[config.mk]
export PLATFORM = sky130hd
export DESIGN_NAME = micro_io_ctrl
export DESIGN_NICKNAME = d
export VERILOG_FILES = /design/src/shared/micro_io_pkg.sv /design/src/hdl/micro_io_ctrl.sv
export SDC_FILE = /design/constraint.sdc
export NUM_CORES = 1
export LEC_CHECK = 0
export BUFFER_PORTS_ARGS = -buffer_cell sky130_fd_sc_hd__buf_2
export CORE_MARGIN = 2
export CORE_UTILIZATION = 37
export DETAILED_ROUTE_END_ITERATION = 8
export PLACE_DENSITY_LB_ADDON = 0.08
export SLEW_MARGIN = 40
export SYNTH_ARGS = -nofsm -noshare
export SYNTH_HDL_FRONTEND = slang
export SYNTH_SLANG_ARGS = --single-unit
[constraint.sdc]
create_clock -name core_clk_i -period 6.5 [get_ports core_clk_i]
set_clock_uncertainty 0.05 [all_clocks]
set_input_delay 0.325 -clock core_clk_i [delete_from_list [all_inputs] [get_ports core_clk_i]]
set_output_delay 0.325 -clock core_clk_i [all_outputs]
set_load 0.01 [all_outputs]
[src/shared/micro_io_pkg.sv]
// shared constants and carriers for the micro io and counter mode block
// ==========================================================
// How it works
// - io starts only on load naming io port
// - acknowledge copies interrupting device, clears attention flag
// - data request reads selected non-panel device
// - status request senses device, panel gives status
// - address loads selected device; panel clears execute, count
// - data available writes device or panel indicator byte
// - command outputs to device, panel ignores it
// - shutdown bit in command halts execution
// - counter command sets mode, clears phase count
// - nonzero mode runs post execution handling
// - hold rom address low in counting phases
// - source work register becomes paired next
// - destination work register becomes paired next
// - divide phase three cancels store without carry
// - rom address low wraps within page
// - io as both source and destination rejected
package micro_io_pkg;
  localparam logic [1:0] E_NONE = 2'h0;
  localparam logic [1:0] E_ACK = 2'h1;
  localparam logic [1:0] E_DATA = 2'h2;
  localparam logic [1:0] E_STAT = 2'h3;
  localparam logic [7:0] PANEL_DEV = 8'h01;
  localparam logic [1:0] COUNT_WRAP = 2'h3;
  localparam int ATTN_BIT = 5;
  localparam int CONSOLE_BIT = 7;
  localparam int SHUTDOWN_BIT = 15;
  localparam logic [1:0] MODE_OFF = 2'h0;
  localparam logic [1:0] MODE_PRODUCT = 2'h1;
  localparam logic [1:0] MODE_DIVIDE = 2'h2;
  localparam logic [1:0] MODE_REPEAT = 2'h3;
  localparam logic [31:0] ADDR_CTRL = 32'h00;
  localparam logic [31:0] ADDR_STATUS = 32'h04;
  localparam logic [31:0] ADDR_SWITCH = 32'h08;
  localparam logic [31:0] ADDR_IND = 32'h0c;
  localparam logic [31:0] ADDR_DEVS = 32'h10;
  localparam logic [31:0] ADDR_IRQ = 32'h14;
  localparam logic [31:0] ADDR_MASK = 32'h18;
  localparam logic [31:0] ADDR_MODE = 32'h1c;
  localparam int IRQ_W = 4;
  localparam int IRQ_IOERR = 0;
  localparam int IRQ_HALT = 1;
  localparam int IRQ_DEVREQ = 2;
  localparam int IRQ_POST = 3;
  typedef struct packed {
    logic valid;
    logic is_load;
    logic src_io;
    logic dst_io;
    logic is_cmd;
    logic [1:0] cmd_mode;
    logic [3:0] e_field;
    logic [15:0] src_data;
    logic [3:0] src_reg;
    logic [3:0] dst_reg;
  } uop_s;
  typedef struct packed {
    logic valid;
    logic [1:0] kind;
    logic [7:0] dev;
    logic [15:0] data;
  } dev_req_s;
endpackage : micro_io_pkg

[src/hdl/micro_io_ctrl.sv]
// micro io decode, panel cells and counter mode control with apb registers
//
// Added by the designer: the address map and register access over APB.
module micro_io_ctrl
  import micro_io_pkg::*;
#(
  parameter int REG_W = 4
) (
  input wire logic core_clk_i,
  input wire logic rst_n_i,
  input wire logic psel_i,
  input wire logic penable_i,
  input wire logic pwrite_i,
  input wire logic [31:0] paddr_i,
  input wire logic [31:0] pwdata_i,
  output logic pready_o,
  output logic [31:0] prdata_o,
  output logic pslverr_o,
  input wire uop_s uop_i,
  input wire logic fetch_i,
  input wire logic [15:0] dev_data_i,
  input wire logic dev_ack_i,
  input wire logic carry_i,
  input wire logic attn_pin_i,
  output dev_req_s dev_req_o,
  output logic dst_we_o,
  output logic [REG_W-1:0] dst_reg_o,
  output logic [REG_W-1:0] src_reg_o,
  output logic [15:0] dst_data_o,
  output logic [7:0] rom_addr_low_o,
  output logic halted_o,
  output logic post_exec_o,
  output logic irq_o
);
  if (REG_W != 4) begin : g_reg_w_check
    $error("register field must be 4 bits");
  end

  // ==========================================================
  // state
  logic [7:0] panel_switch_high_q, panel_switch_low_q, panel_status_q;
  logic [1:0] byte_count_q;
  logic [7:0] indicator_q [4];
  logic [7:0] selected_device_cell_q, interrupting_device_cell_q;
  logic attention_flag_q, console_execute_flag_q;
  logic [1:0] mode_q;
  logic [1:0] phase_q;
  logic [REG_W-1:0] work_pair_reg_q;
  logic [IRQ_W-1:0] irq_stat_q, irq_mask_q;
  logic attn_s1_q, attn_s2_q;
  logic pend_q;
  logic [3:0] pend_dst_q;

  // ==========================================================
  // decode
  logic io_op, io_both, ack_src, data_src, stat_src, addr_dst, data_dst, cmd_dst, io_err;
  logic panel_sel, shutdown, cnt_cmd;
  logic [1:0] ef;
  logic [IRQ_W-1:0] ev;
  assign ef = uop_i.e_field[1:0];
  assign io_both = uop_i.valid && uop_i.is_load && uop_i.src_io && uop_i.dst_io;
  assign io_op = uop_i.valid && uop_i.is_load && (uop_i.src_io ^ uop_i.dst_io) && !halted_o
    && !pend_q;
  assign io_err = (io_op && ef == E_NONE) || io_both;
  assign ack_src = io_op && uop_i.src_io && ef == E_ACK;
  assign data_src = io_op && uop_i.src_io && ef == E_DATA;
  assign stat_src = io_op && uop_i.src_io && ef == E_STAT;
  assign addr_dst = io_op && uop_i.dst_io && ef == E_ACK;
  assign data_dst = io_op && uop_i.dst_io && ef == E_DATA;
  assign cmd_dst = io_op && uop_i.dst_io && ef == E_STAT;
  // no device range check: microcode keeps to real devices
  assign panel_sel = selected_device_cell_q == PANEL_DEV;
  assign shutdown = uop_i.valid && uop_i.is_cmd && uop_i.src_data[SHUTDOWN_BIT] && !halted_o;
  assign cnt_cmd = uop_i.valid && uop_i.is_cmd && uop_i.cmd_mode != MODE_OFF && !halted_o;
  logic sub_pair;
  assign sub_pair = (mode_q == MODE_PRODUCT && phase_q == 2'h2)
    || (mode_q == MODE_DIVIDE && phase_q == 2'h1);
  // stores of the current op are cut, panel and ack io loads included; device read returns are not
  logic store_cut;
  assign store_cut = mode_q == MODE_DIVIDE && phase_q == 2'h3 && !carry_i;
  logic dev_start;
  assign dev_start = ((data_src || stat_src) && !panel_sel)
    || ((data_dst || cmd_dst) && !panel_sel);
  assign ev = {post_exec_o, dev_start, shutdown, io_err};

  // ==========================================================
  // synchroniser for the external attention line
  always_ff @(posedge core_clk_i) begin
    if (!rst_n_i) begin
      attn_s1_q <= 1'b0;
      attn_s2_q <= 1'b0;
    end else begin
      attn_s1_q <= attn_pin_i;
      attn_s2_q <= attn_s1_q;
    end
  end

  // ==========================================================
  // apb
  logic apb_wr, apb_rd;
  assign apb_wr = psel_i && penable_i && pwrite_i;
  assign apb_rd = psel_i && !penable_i && !pwrite_i;

  always_ff @(posedge core_clk_i) begin
    if (!rst_n_i) begin
      pready_o <= 1'b0;
      pslverr_o <= 1'b0;
      prdata_o <= 32'h0;
    end else begin
      // no wait state; read data is registered in the setup cycle
      pready_o <= psel_i && !penable_i;
      pslverr_o <= psel_i && !penable_i && paddr_i > ADDR_MODE;
      if (apb_rd) begin
        unique case (paddr_i)
          ADDR_CTRL: prdata_o <= {31'h0, halted_o};
          ADDR_STATUS: prdata_o <= {24'h0, console_execute_flag_q, 1'b0, attention_flag_q,
            5'h0};
          ADDR_SWITCH: prdata_o <= {16'h0, panel_switch_high_q, panel_switch_low_q};
          ADDR_IND: prdata_o <= {indicator_q[3], indicator_q[2], indicator_q[1],
            indicator_q[0]};
          ADDR_DEVS: prdata_o <= {14'h0, byte_count_q, selected_device_cell_q,
            interrupting_device_cell_q};
          ADDR_IRQ: prdata_o <= {28'h0, irq_stat_q};
          ADDR_MASK: prdata_o <= {28'h0, irq_mask_q};
          ADDR_MODE: prdata_o <= {24'h0, panel_status_q};
          default: prdata_o <= 32'h0;
        endcase
      end
    end
  end

  // ==========================================================
  // panel cells and device cells
  always_ff @(posedge core_clk_i) begin
    if (!rst_n_i) begin
      panel_switch_high_q <= 8'h0;
      panel_switch_low_q <= 8'h0;
      panel_status_q <= 8'h0;
      interrupting_device_cell_q <= 8'h0;
      selected_device_cell_q <= 8'h0;
      byte_count_q <= 2'h0;
      for (int i = 0; i < 4; i++) indicator_q[i] <= 8'h0;
    end else begin
      if (apb_wr && pready_o && paddr_i == ADDR_SWITCH) begin
        panel_switch_high_q <= pwdata_i[15:8];
        panel_switch_low_q <= pwdata_i[7:0];
      end
      if (apb_wr && pready_o && paddr_i == ADDR_MODE) panel_status_q <= pwdata_i[7:0];
      if (apb_wr && pready_o && paddr_i == ADDR_DEVS)
        interrupting_device_cell_q <= pwdata_i[7:0];
      if (addr_dst) begin
        selected_device_cell_q <= uop_i.src_data[7:0];
        if (uop_i.src_data[7:0] == PANEL_DEV) byte_count_q <= 2'h0;
      end else if ((data_src || data_dst) && panel_sel) begin
        byte_count_q <= (byte_count_q == COUNT_WRAP) ? 2'h0 : byte_count_q + 2'h1;
      end
      if (data_dst && panel_sel) indicator_q[byte_count_q] <= uop_i.src_data[7:0];
    end
  end

  // ==========================================================
  // status flags; a hardware set beats a clear in the same cycle
  always_ff @(posedge core_clk_i) begin
    if (!rst_n_i) begin
      attention_flag_q <= 1'b0;
      console_execute_flag_q <= 1'b0;
    end else begin
      if (attn_s2_q) attention_flag_q <= 1'b1;
      else if (ack_src) attention_flag_q <= 1'b0;
      if (apb_wr && pready_o && paddr_i == ADDR_STATUS && pwdata_i[CONSOLE_BIT])
        console_execute_flag_q <= 1'b1;
      else if (addr_dst && uop_i.src_data[7:0] == PANEL_DEV)
        console_execute_flag_q <= 1'b0;
    end
  end

  // ==========================================================
  // destination write path and external device requests
  always_ff @(posedge core_clk_i) begin
    if (!rst_n_i) begin
      dst_we_o <= 1'b0;
      dst_reg_o <= '0;
      dst_data_o <= 16'h0;
      dev_req_o <= '0;
      pend_q <= 1'b0;
      pend_dst_q <= 4'h0;
    end else begin
      dst_we_o <= 1'b0;
      dev_req_o.valid <= 1'b0;
      dst_reg_o <= (uop_i.dst_reg == work_pair_reg_q && sub_pair) ? work_pair_reg_q + 4'h1
        : uop_i.dst_reg;
      if (ack_src) begin
        dst_we_o <= !store_cut;
        dst_data_o <= {8'h0, interrupting_device_cell_q};
      end else if (data_src && panel_sel) begin
        dst_we_o <= !store_cut;
        dst_data_o <= {8'h0, byte_count_q[0] ? panel_switch_high_q : panel_switch_low_q};
      end else if (stat_src && panel_sel) begin
        dst_we_o <= !store_cut;
        dst_data_o <= {8'h0, panel_status_q};
      end else if (pend_q && dev_ack_i) begin
        pend_q <= 1'b0;
        dst_we_o <= 1'b1;
        dst_reg_o <= pend_dst_q;
        dst_data_o <= dev_data_i;
      end else if (uop_i.valid && !io_op && !io_both && !uop_i.is_cmd && !halted_o) begin
        dst_we_o <= !store_cut;
        dst_data_o <= uop_i.src_data;
      end
      if (dev_start) begin
        dev_req_o.valid <= 1'b1;
        dev_req_o.kind <= uop_i.src_io ? ef : ef ^ 2'h1;
        dev_req_o.dev <= selected_device_cell_q;
        dev_req_o.data <= uop_i.src_data;
        pend_q <= uop_i.src_io;
        pend_dst_q <= uop_i.dst_reg;
      end
    end
  end

  // source select with paired next substitution
  always_ff @(posedge core_clk_i) begin
    if (!rst_n_i) begin
      src_reg_o <= '0;
    end else begin
      src_reg_o <= (uop_i.src_reg == work_pair_reg_q && sub_pair) ? work_pair_reg_q + 4'h1
        : uop_i.src_reg;
    end
  end

  // ==========================================================
  // counter modes, rom address and halt
  always_ff @(posedge core_clk_i) begin
    if (!rst_n_i) begin
      mode_q <= MODE_OFF;
      phase_q <= 2'h0;
      work_pair_reg_q <= 4'h0;
      rom_addr_low_o <= 8'h0;
      halted_o <= 1'b0;
      post_exec_o <= 1'b0;
    end else begin
      post_exec_o <= uop_i.valid && !halted_o && mode_q != MODE_OFF;
      if (apb_wr && pready_o && paddr_i == ADDR_CTRL) begin
        halted_o <= pwdata_i[0];
        work_pair_reg_q <= pwdata_i[7:4];
        if (pwdata_i[1]) mode_q <= MODE_OFF;
      end else if (shutdown) begin
        halted_o <= 1'b1;
      end
      if (cnt_cmd) begin
        mode_q <= uop_i.cmd_mode;
        phase_q <= 2'h0;
      end else if (uop_i.valid && !halted_o && mode_q != MODE_OFF) begin
        phase_q <= phase_q + 2'h1;
      end
      // low byte only: no carry into the page
      if (fetch_i && !halted_o && !(((mode_q == MODE_PRODUCT || mode_q == MODE_DIVIDE)
          && phase_q[0]) || (mode_q == MODE_REPEAT && phase_q == 2'h1)))
        rom_addr_low_o <= rom_addr_low_o + 8'h1;
    end
  end

  // ==========================================================
  // interrupts: sticky status, write one to clear, set wins
  always_ff @(posedge core_clk_i) begin
    if (!rst_n_i) begin
      irq_stat_q <= '0;
      irq_mask_q <= '0;
      irq_o <= 1'b0;
    end else begin
      for (int i = 0; i < IRQ_W; i++) begin
        if (ev[i]) irq_stat_q[i] <= 1'b1;
        else if (apb_wr && pready_o && paddr_i == ADDR_IRQ && pwdata_i[i])
          irq_stat_q[i] <= 1'b0;
      end
      if (apb_wr && pready_o && paddr_i == ADDR_MASK) irq_mask_q <= pwdata_i[IRQ_W-1:0];
      irq_o <= |(irq_stat_q & irq_mask_q);
    end
  end

  // ==========================================================
  // assertions
  a_ack_clears_attn: assert property (@(posedge core_clk_i) disable iff (!rst_n_i)
    ack_src && !attn_s2_q |=> !attention_flag_q) else $error("attention not cleared");
  a_halt_sticks: assert property (@(posedge core_clk_i) disable iff (!rst_n_i)
    shutdown && !(apb_wr && pready_o) |=> halted_o [*2]) else $error("no halt");
  a_mode_load: assert property (@(posedge core_clk_i) disable iff (!rst_n_i)
    cnt_cmd |=> mode_q == $past(uop_i.cmd_mode) && phase_q == 2'h0)
    else $error("mode not loaded");
  a_div_store_cut: assert property (@(posedge core_clk_i) disable iff (!rst_n_i)
    mode_q == MODE_DIVIDE && phase_q == 2'h3 && !carry_i && !dev_start && !pend_q
    |=> !dst_we_o) else $error("store not cut");
  a_rom_hold: assert property (@(posedge core_clk_i) disable iff (!rst_n_i)
    fetch_i && mode_q == MODE_REPEAT && phase_q == 2'h1 && !(apb_wr && pready_o)
    |=> $stable(rom_addr_low_o)) else $error("address moved");
  a_io_error: assert property (@(posedge core_clk_i) disable iff (!rst_n_i)
    io_both |=> irq_stat_q[IRQ_IOERR] && !dev_req_o.valid) else $error("io both ran");
  a_panel_silent: assert property (@(posedge core_clk_i) disable iff (!rst_n_i)
    cmd_dst && panel_sel |=> !dev_req_o.valid) else $error("panel command sent");
  a_count_wrap: assert property (@(posedge core_clk_i) disable iff (!rst_n_i)
    data_dst && panel_sel && byte_count_q == COUNT_WRAP |=> byte_count_q == 2'h0)
    else $error("count no wrap");
  c_panel_read: cover property (@(posedge core_clk_i) data_src && panel_sel);
  c_dev_read: cover property (@(posedge core_clk_i) dev_start ##[1:20] pend_q && dev_ack_i);
  c_divide: cover property (@(posedge core_clk_i) mode_q == MODE_DIVIDE && phase_q == 2'h3);
endmodule : micro_io_ctrl

### After elaboration in Yosys (flattened, before gate mapping)

Memories as Yosys holds them, arrays and structs flattened.
Cells that the tools add are included.

* memory bits (writable): 32
* logic and storage cells: 229
* output and inout port bits: 97
* register bits: 164
* memories: 1
* bits of input ports: 124

* reductions and logical operators: 105
* bitwise operators: 4
* add/sub/neg operators: 4
* equal/unequal tests: 25
* magnitude comparators: 1
* mux-type cells: 53

Memory list
* indicator_q: depth 4, bits a word 8, read ports 4, clocked after Yosys merged registers in 0, wr ports 4, line micro_io_ctrl.sv:43 `logic [7:0] indicator_q [4];`

Operator list (count)
* $pmux 32 s8: 1
* $eq 32x5->1 const B: 4
* $eq 32x4->1 const B: 2
* $logic_and 1x1->1: 62
* $mux 8: 5
* $eq 32x3->1 const B: 1
* $gt 32x5->1 const B: 1
* $logic_not 32->1: 1
* $mux 16: 2
* $mux 1: 30
* $reduce_bool 2->1: 14
* $mux 27: 1
* $mux 4: 6
* $eq 8x1->1 const B: 2
* $mux 2: 8
* $eq 2x2->1 const B: 7
* $logic_not 1->1: 11
* $add 8x1->8 const B: 1
* $eq 4x4->1: 2
* $logic_or 1x1->1: 8
* $reduce_or 4->1: 2
* $reduce_or 8->1: 1
* $eq 2x1->1 const B: 3
* $reduce_bool 5->1: 1
* other kinds (11): 16

### Logic depth before layout (Yosys ltp)

Gate-level depths: netlist of the first run.

* word-level depth: 14
* depth in mapped cells: 8
* gate-level depth less buffers: 6

### Least setup slack after synthesis of the first run

No wires, ideal clock.

* kind: reg-to-reg
* start: register halted_o
* end: memory indicator_q[0][0] (enable)
* arrival: 2013 ps
* buffers on the path: 2
* stages on the path, launching flop included: 8
* library setup time: 334 ps
* slack: 4103 ps
* clock period less this slack: 2397 ps
* data required time: 6116 ps
* path through: dfxtp_1 > buf_2 > nand4bb_1 > or3b_1 > nor3_2 > buf_2 > nor3b_4 > nand2b_1

RTL lines
* from (decl): line micro_io_ctrl.sv:31 `output logic halted_o,`
* from (signal assigned): line micro_io_ctrl.sv:244 `halted_o <= pwdata_i[0];`
* to (decl): line micro_io_ctrl.sv:43

==> results of run 1 <==
-- cell type report --
type                            count  area [um^2]
Antenna cell                        4         10.0
Clock inverter                     11          100
Multi-Input combinational cell    643         4090
Tap cell                          313          392
Timing Repair Buffer              212         1090
Inverter                           10         37.5
Fill cell                        2262        12300
Clock buffer                       21          472
Sequential cell                   196         4250
-- power groups by stage --
stage	sequential, W	combinational, W	clock, W
after floorplan	0.00130	0.0000883	0
after global placement	0.00130	0.000188	0
after detailed placement	0.00130	0.000189	0
after CTS	0.00127	0.000190	0.00106
after global routing	0.00128	0.000207	0.00112
final	0.00127	0.000188	0.00104
-- registers in the layout, summed over array words and instances (netlist names), 8 cells and up --
name,cells
rom_addr_low_o,8
panel_status_q,8
interrupting_device_cell_q,8
panel_switch_low_q,8
indicator_q,32
panel_switch_high_q,8
dst_data_o,16
dev_req_o,27
selected_device_cell_q,8
prdata_o,32
-- layer usage --
| metal | up-vias | wire, um |
|---|---|---|
| met1 | 3507 | 12600 |
| met4 | 2 | 397 |
| met2 | 251 | 11800 |
| li1 | 3585 | - |
| met3 | 26 | 2230 |
| met5 | - | 13 |
-- logic make-up (layout without fill, tap and decap cells) --
family / after synthesis / after routing
buffers and inverters: 72 / 254
other: 0 / 4
DFF: 196 / 196
adders and majority gates: 10 / 10
and+or+nand+nor: 356 / 356
muxes: 82 / 82
AOI/OAI and AO/OA: 175 / 175
xor gates and xnor gates: 20 / 20
-- worst paths after layout --
check	startpoint	endpoint	slack [ns]	cells after the start
hold reg to reg	attn_s1_q	attn_s2_q	0.39	1
setup / recovery	halted_o	indicator_q[0][1]	3.38	5
setup reg to reg	halted_o	indicator_q[0][1]	3.38	5
hold / removal	penable_i	pready_o	0.04	2
-- cell usage in the layout (no fill, tap or decap), types with 6 or more instances in the layout --
cell / count
nand4_1: 12
nand2_1: 142
a22oi_1: 29
a211oi_1: 10
a21boi_0: 6
buf_2: 202
buf_4: 9
a31oi_1: 11
o211ai_1: 12
xnor2_1: 13
dfxtp_1: 163
a21oi_1: 39
nor4_1: 10
nand2b_1: 6
nand3_1: 24
inv_1: 8
mux2i_1: 76
ha_1: 10
a222oi_1: 8
nor2_1: 76
mux2_2: 6
clkbuf_16: 18
edfxtp_1: 32
and3_1: 9
o21ai_0: 36
and2_1: 37
xor2_1: 7
-- metrics by stage --
step                      utilization, %  setup slack, ns
after detailed placement            43.2             3.17
after global placement              43.1             3.24
after CTS                           45.8             3.30
final                               45.8             3.38
after floorplan                        -             4.10
after global routing                45.8             3.15
==> impl_metrics.yaml, run 1 <==
global_route:
  grt_util_met1_pct: 30.6
  grt_pass1_vias: 6996
  met3_usage_pct: 7.23
  antenna_found_initial: 5
  grt_max_degree: 74
  grtUsageMet2_pct: 33.2
  top_usage_layer: "met2"
  grt_remaining_overflow: 0
  grt_usage_pct: 22.1
  grt_pass1_wl_um: 41000
floorplanning:
  die_h_um: 157
  dieArea_um2: 24600
  io_pins: 221
  start_util_pct: 37.9
  core_um2: 22800
  fp-row-count: 55
  die_w_um: 157
clock_network:
  clkTransAtPathRegs_ns: 0.07
  numCtsBuffers: 17
  cts_root_buffer: "clkbuf_16"
  cts_tree: "yes"
  cts_max_path_buffers: 2
  worst_skew_pair.late_latency_ns: 0.44
  cts.hold.buffers_added: 0
  htree_levels: 4
  cts_resized: 0
  cts_setup_buffers: 0
  cts.sinks: 196
placed_design:
  numPortBuffers: 202
  placed_area_um2: 9850
  gp_congestion: 0.839
  dp_hpwl_um: 19100
  post-place-cells: 1374
final_layout:
  area_delta_synth_final_pct: 20.7
  design_area_um2: 10400
  fin_nets: 1214
  drive_gt1_share_pct: 24.5
  fin_cells: 1410
logic_synthesis:
  syn_area_per_cell_um2: 9.49
  synth_top_area_share_pct: 38.0
  netlist_area_um2: 8640
  synthTopCellsByArea: "dfxtp_1, edfxtp_1, mux2i_1"
  yosysTopAreaCell: "dfxtp_1"
  synth_compound_area_share_pct: 13.4
  synth_nets: 1045
  yosysMostFrequentCell: "dfxtp_1"
  synth_ff_type: "dfxtp_1"
  synth_edf_count: 32
  synth_top_family_by_area: "simple AND/OR/NAND/NOR gates"
  synth_commonest_cells: "dfxtp_1, nand2_1, mux2i_1, nor2_1"
  synth-adder-area-share_pct: 1.45
  muxShareOfSynthArea_pct: 9.58
  synth_seq_area_share_pct: 49.1
  synthCells: 911
  async_flop_share_pct: 0
  synth_simple_gate_area_share_pct: 20.7
  ys_types: 68
  ys_seq_elements: 196
  synth_xor_xnor_area_share_pct: 2.03
  yosysWarnings: 0
worst_setup_path:
  crit_slowest_cell: "nor3_2"
  slowest_delay_ns: 0.61
  required_ns: 6.54
  criticalPathCategory: "flop to flop"
  cpLargestDelayFamily: "simple AND/OR/NAND/NOR gates"
  worstPathCellList: "nand4bb_1 > or3b_1 > nor3_2 > nor3b_4 > nand2b_1"
  critPathBufInv: 0
  cp.arrival_ns: 3.17
  cp-start-kind: "flop"
  crit_fanout: 11
  cp-end-kind: "flop"
detailed_routing:
  avgRoutedWirePerCell_um: 19.1
  antenna_left: 0
  viasPerCell: 5.23
  firstDrtPassIters: 5
  vias: 7371
  route.detailed.drc: 0
  drt_iter0_markers: 534
  wirelength_um: 27000
pwr:
  seq_power_share_pct: 50.8
  switching_share_pct: 24.5
  p_comb_share_pct: 7.5
  vdd_drop_max_mv: 0.171
  p_per_area_nw_per_um2: 240
  total_power_w: 0.00250
  clockPowerShare_pct: 41.7
  p_sw_w: 0.000614
  p_int_w: 0.00189
  power.leakage_nw: 4.27
timing:
  fmax_mhz: 320
  setup_viol: 0
  fin_hold_ws_ns: 0.0390
  worstMarginPinSlew_ns: 0.799
  fin_crit_ns: 3.12
  slew_violations: 0
  grt_setup_unrepaired: "no"
  period_share_pct: 48.0
  fin_tns_setup_ns: 0
  hold_viol_final: 0
  slew-limit-headroom_pct: 46.6
status:
  status: "completed"
flow_run:
  max_cap_viol_count: 0
worst_hold_path:
  holdCritPathClass: "input pin to flop"
(Power assumes the default switching activity.)
==> inputs of run 2 (changes only) <==
- clock period: 6.5 -> 2.92 ns (I/O delays scaled with it)
==> impl_metrics.yaml, run 2 (synthesized netlist as in run 1, its figures left out) <==
floorplanning:
  core_um2: 22800
  die_h_um: 157
  fp-row-count: 55
  io_pins: 221
  dieArea_um2: 24600
  die_w_um: 157
  start_util_pct: 37.9
worst_hold_path:
  min_to: "dev_req_o[5]"
  hp-start: "uop_i[13]"
  hold_depth: 3
  holdCritPathClass: "input pin to flop"
timing:
  grt_setup_unrepaired: "no"
  period_share_pct: 87.8
  slew_violations: 0
  fin_crit_ns: 2.56
  setup_viol: 0
  worstMarginPinSlew_ns: 0.751
  fin_tns_setup_ns: 0
  hold_viol_final: 0
  slew-limit-headroom_pct: 49.9
  fmax_mhz: 390
worst_setup_path:
  required_ns: 2.95
  rrSetupSlack_ns: 0.36
  cpLargestDelayFamily: "simple AND/OR/NAND/NOR gates"
  crit_fanout: 12
  criticalPathCategory: "flop to flop"
  cp-start-kind: "flop"
  crit_slowest_cell: "or3b_1"
  worstPathCellList: "nand4bb_1 > or3b_1 > nor3_2 > nor3b_4 > nand2b_1"
  worstRegToRegCells: 5
  r2r-end: "indicator_q[0][6]"
  slowest_delay_ns: 0.50
  critPathBufInv: 0
  cp-end-kind: "flop"
  timing.rr.start: "pend_q"
  cp.arrival_ns: 2.60
final_layout:
  layout_commonest_cell: "buf_2"
  drive_gt1_share_pct: 24.4
  area_delta_synth_final_pct: 27.6
  top_regs: "indicator_q x32, prdata_o x32, dev_req_o x27"
  fin_nets: 1279
  fillers: 2210
  post-route-util_pct: 48.4
  layout_common_cells: "buf_2, dfxtp_1, nand2_1"
clock_network:
  cts.sinks: 196
  cts_setup_buffers: 0
  cts_max_path_buffers: 2
  numCtsBuffers: 17
  cts_root_buffer: "clkbuf_16"
  worst_skew_pair.late_latency_ns: 0.43
  clkTransAtPathRegs_ns: 0.07
  htree_levels: 4
  cts_tree: "yes"
flow_run:
  max_cap_viol_count: 0
pwr:
  p_per_area_nw_per_um2: 507
  power.leakage_nw: 4.55
  vdd_drop_max_mv: 0.351
global_route:
  grt_max_degree: 92
  grt_usage_pct: 22.6
  grt_remaining_overflow: 0
  grt_pass1_wl_um: 42300
  antenna_found_initial: 5
  grt_pass1_vias: 7421
placed_design:
  gp_congestion: 0.814
  dp_hpwl_um: 19500
  numPortBuffers: 202
detailed_routing:
  drt_iter0_markers: 533
  antenna_left: 0
  vias: 7613
  viasPerCell: 5.17
  route.detailed.drc: 0
  avgRoutedWirePerCell_um: 18.6
  wirelength_um: 27400
  firstDrtPassIters: 6
status:
  status: "completed"
-- run 2: changes by cell type in the layout (fill, tap and decap cells not counted), sizes merged --
| cell | previous run | this run |
|---|---|---|
| diode | 4 | 2 |
| inv | 11 | 12 |
| clkinvlp | 1 | 2 |
| clkinv | 8 | 5 |
| dlygate4sd3 | 0 | 49 |
| buf | 212 | 228 |
| clkbuf | 21 | 22 |
-- run 2: metrics by stage --
stage / hold slack (ns) / setup WS [ns] / instances / total power (W) / area [um^2]
2_1_floorplan: 0.180 / 0.523 / 911 / 0.00310 / 8640
6_report: 0.0195 / 0.356 / 1473 / 0.00559 / 11000
4_1_cts: 0.00569 / 0.361 / 1471 / 0.00566 / 11000
5_1_grt: 0.0200 / 0.191 / 1472 / 0.00581 / 11000
3_3_place_gp: 0.302 / 0.423 / 1390 / 0.00332 / 9970
3_5_place_dp: 0.306 / 0.366 / 1390 / 0.00332 / 9970
-- run 2: cell type report --
cell class,instances,area (um^2),area share [%]
Clock buffer,22,464,4.21
Timing Repair Buffer,277,1710,15.5
Clock inverter,10,96.3,0.874
Tap cell,313,392,3.55
Antenna cell,2,5.00,0.0454
Sequential cell,196,4240,38.5
Multi-Input combinational cell,643,4080,37.0
Inverter,10,37.5,0.340
-- run 2: worst min-delay path, stage by stage --
cell	delay [ns]
buf_2	0.17
nand2_1	0.08
a21oi_1	0.05
-- run 2: timing repair --
action                    in CTS  in global routing
hold buffers                  49                  0
hold endpoints to repair      54                  0
gates resized for setup        0                  0
-- run 2: routing by layer --
layer  global-route usage, %  vias to the layer above  share of wire [%]
met5                       0                        -              0.077
met1                    31.2                     3628                 46
li1                        -                     3704                  -
met2                    35.5                      253                 45
met3                    5.48                       24                7.0
met4                    5.64                        4                1.0
-- run 2: worst max-delay path by stage --
stage,startpoint,endpoint,slack [ns],cells past startpoint
after global routing,pend_q,indicator_q[0][6],0.19,5
after CTS,pend_q,indicator_q[0][0],0.36,5
after global placement,pend_q,indicator_q[0][3],0.42,5
after detailed placement,pend_q,indicator_q[0][3],0.37,5
final,pend_q,indicator_q[0][6],0.36,5
after floorplan,halted_o,indicator_q[0][0],0.52,7
-- run 2: power by group --
part / switching, W / internal, W
sequential: 0.0000326 / 0.00280
clock: 0.00105 / 0.00123
combinational: 0.000276 / 0.000203
total: 0.00136 / 0.00423
==> inputs of run 3 (changes only) <==
- CORE_UTILIZATION: 37 -> 40
- clock period: 2.92 -> 2.7 ns (I/O delays scaled with it)
==> impl_metrics.yaml, run 3 (synthesized netlist as in run 1, its figures left out) <==
status:
  status: "completed"
flow_run:
  max_cap_viol_count: 0
clock_network:
  cts_root_buffer: "clkbuf_16"
  numCtsBuffers: 17
  cts_tree: "yes"
  clkTransAtPathRegs_ns: 0.07
  cts.sinks: 196
  worst_skew_pair.late_latency_ns: 0.43
  cts_setup_buffers: 0
  cts_max_path_buffers: 2
  htree_levels: 4
floorplanning:
  die_w_um: 151
  start_util_pct: 41.0
  fp-row-count: 53
  core_um2: 21100
  die_h_um: 151
  io_pins: 221
  dieArea_um2: 22800
timing:
  slew-limit-headroom_pct: 48.2
  fin_tns_setup_ns: 0
  period_share_pct: 86.1
  fin_crit_ns: 2.32
  hold_viol_final: 0
  slew_violations: 0
  setup_viol: 0
  worstMarginPinSlew_ns: 0.776
  fin_ws_ns: 0.377
  fmax_mhz: 430
  grt_setup_unrepaired: "no"
worst_setup_path:
  worstRegToRegCells: 5
  criticalPathCategory: "input pin to flop"
  rrSetupSlack_ns: 0.39
  worstSetupStartpoint: "uop_i[32]"
  timing.rr.start: "pend_q"
  cp.arrival_ns: 2.36
  crit_fanout: 8
  r2r-end: "indicator_q[2][0]"
  cp-end-kind: "flop"
  crit_path_end: "indicator_q[2][0]"
  cp-start-kind: "input pin"
  required_ns: 2.73
final_layout:
  top_regs: "indicator_q x32, prdata_o x32, dev_req_o x27"
  layout_common_cells: "buf_2, dfxtp_1, nand2_1"
  fin_cells: 1442
  num_antenna_cells: 0
  area_delta_synth_final_pct: 28.5
  drive_gt1_share_pct: 24.9
  fin_nets: 1288
  fillers: 1962
  layout_commonest_cell: "buf_2"
global_route:
  grt_pass1_wl_um: 40500
  grt_remaining_overflow: 0
  grt_max_degree: 92
  antenna_found_initial: 3
  grt_usage_pct: 23.4
  grt_pass1_vias: 7140
placed_design:
  gp_congestion: 0.835
  dp_hpwl_um: 19100
  pre_cts_slack_ns: 0.386
  numPortBuffers: 202
  post-place-cells: 1359
pwr:
  p_per_area_nw_per_um2: 563
  vdd_drop_max_mv: 0.397
  power.leakage_nw: 4.63
detailed_routing:
  firstDrtPassIters: 8
  wirelength_um: 27000
  vias: 7719
  viasPerCell: 5.35
  route.detailed.drc: 0
  antenna_left: 0
  avgRoutedWirePerCell_um: 18.7
  drt_iter0_markers: 609
worst_hold_path:
  holdCritPathClass: "input pin to flop"
## run 3: repair_timing
action | CTS | global route
endpoints found under the hold margin | 54 | 0
hold buffers | 51 | 0
gates resized for setup | 0 | 0
## run 3: per-layer routing
layer  vias up  wire length, um  share of wire, %  global-route usage (%)
met1      3637            12400                46                    32.8
li1       3732                -                 -                       -
met2       310            12000                44                    36.5
met5         -               40              0.15                       0
met4         6              369               1.4                    5.89
met3        34             2130               7.9                    5.48
## run 3: cell type report
| class | instances | area, um^2 | share of cell area (%) |
|---|---|---|---|
| clock buffers | 21 | 482 | 4.34 |
| clock inverters | 11 | 140 | 1.26 |
| inverters | 10 | 37.5 | 0.338 |
| multi-input cells | 643 | 4080 | 36.7 |
| flip-flops and latches | 196 | 4240 | 38.2 |
| well taps | 275 | 344 | 3.10 |
| repair buffers | 286 | 1790 | 16.1 |
## run 3: through the flow
step | power [W] | hold WS (ns) | util (%) | instance area [um^2]
after global placement | 0.00359 | 0.291 | 47.3 | 9970
after detailed placement | 0.00359 | 0.291 | 47.3 | 9980
after CTS | 0.00631 | 0.00787 | 52.7 | 11100
after global routing | 0.00647 | 0.0207 | 52.7 | 11100
after floorplan | 0.00335 | 0.169 | - | 8640
final | 0.00626 | 0.0167 | 52.7 | 11100
## run 3: power by group
group / internal (W) / switching, W / total [W] / leakage, nW
registers: 0.00303 / 0.0000344 / 0.00306 / 1.66
logic: 0.000224 / 0.000299 / 0.000523 / 2.67
clock network: 0.00149 / 0.00118 / 0.00267 / 0.302
total: 0.00474 / 0.00151 / 0.00626 / 4.63
## run 3: worst min-delay path by stage
stage,start,end,cells after the start
global placement,penable_i,pready_o,2
finish,uop_i[12],dev_req_o[4],3
floorplan,penable_i,pready_o,1
global route,uop_i[15],dev_req_o[7],3
detailed placement,penable_i,pready_o,2
CTS,uop_i[12],dev_req_o[4],3
## run 3: worst max-delay path: stages
cell           delay (ns)
dlygate4sd3_1        0.53
buf_2                0.17
xnor2_1              0.16
or3b_1               0.44
nor3_2               0.32
and3b_1              0.22
nand2b_1             0.37
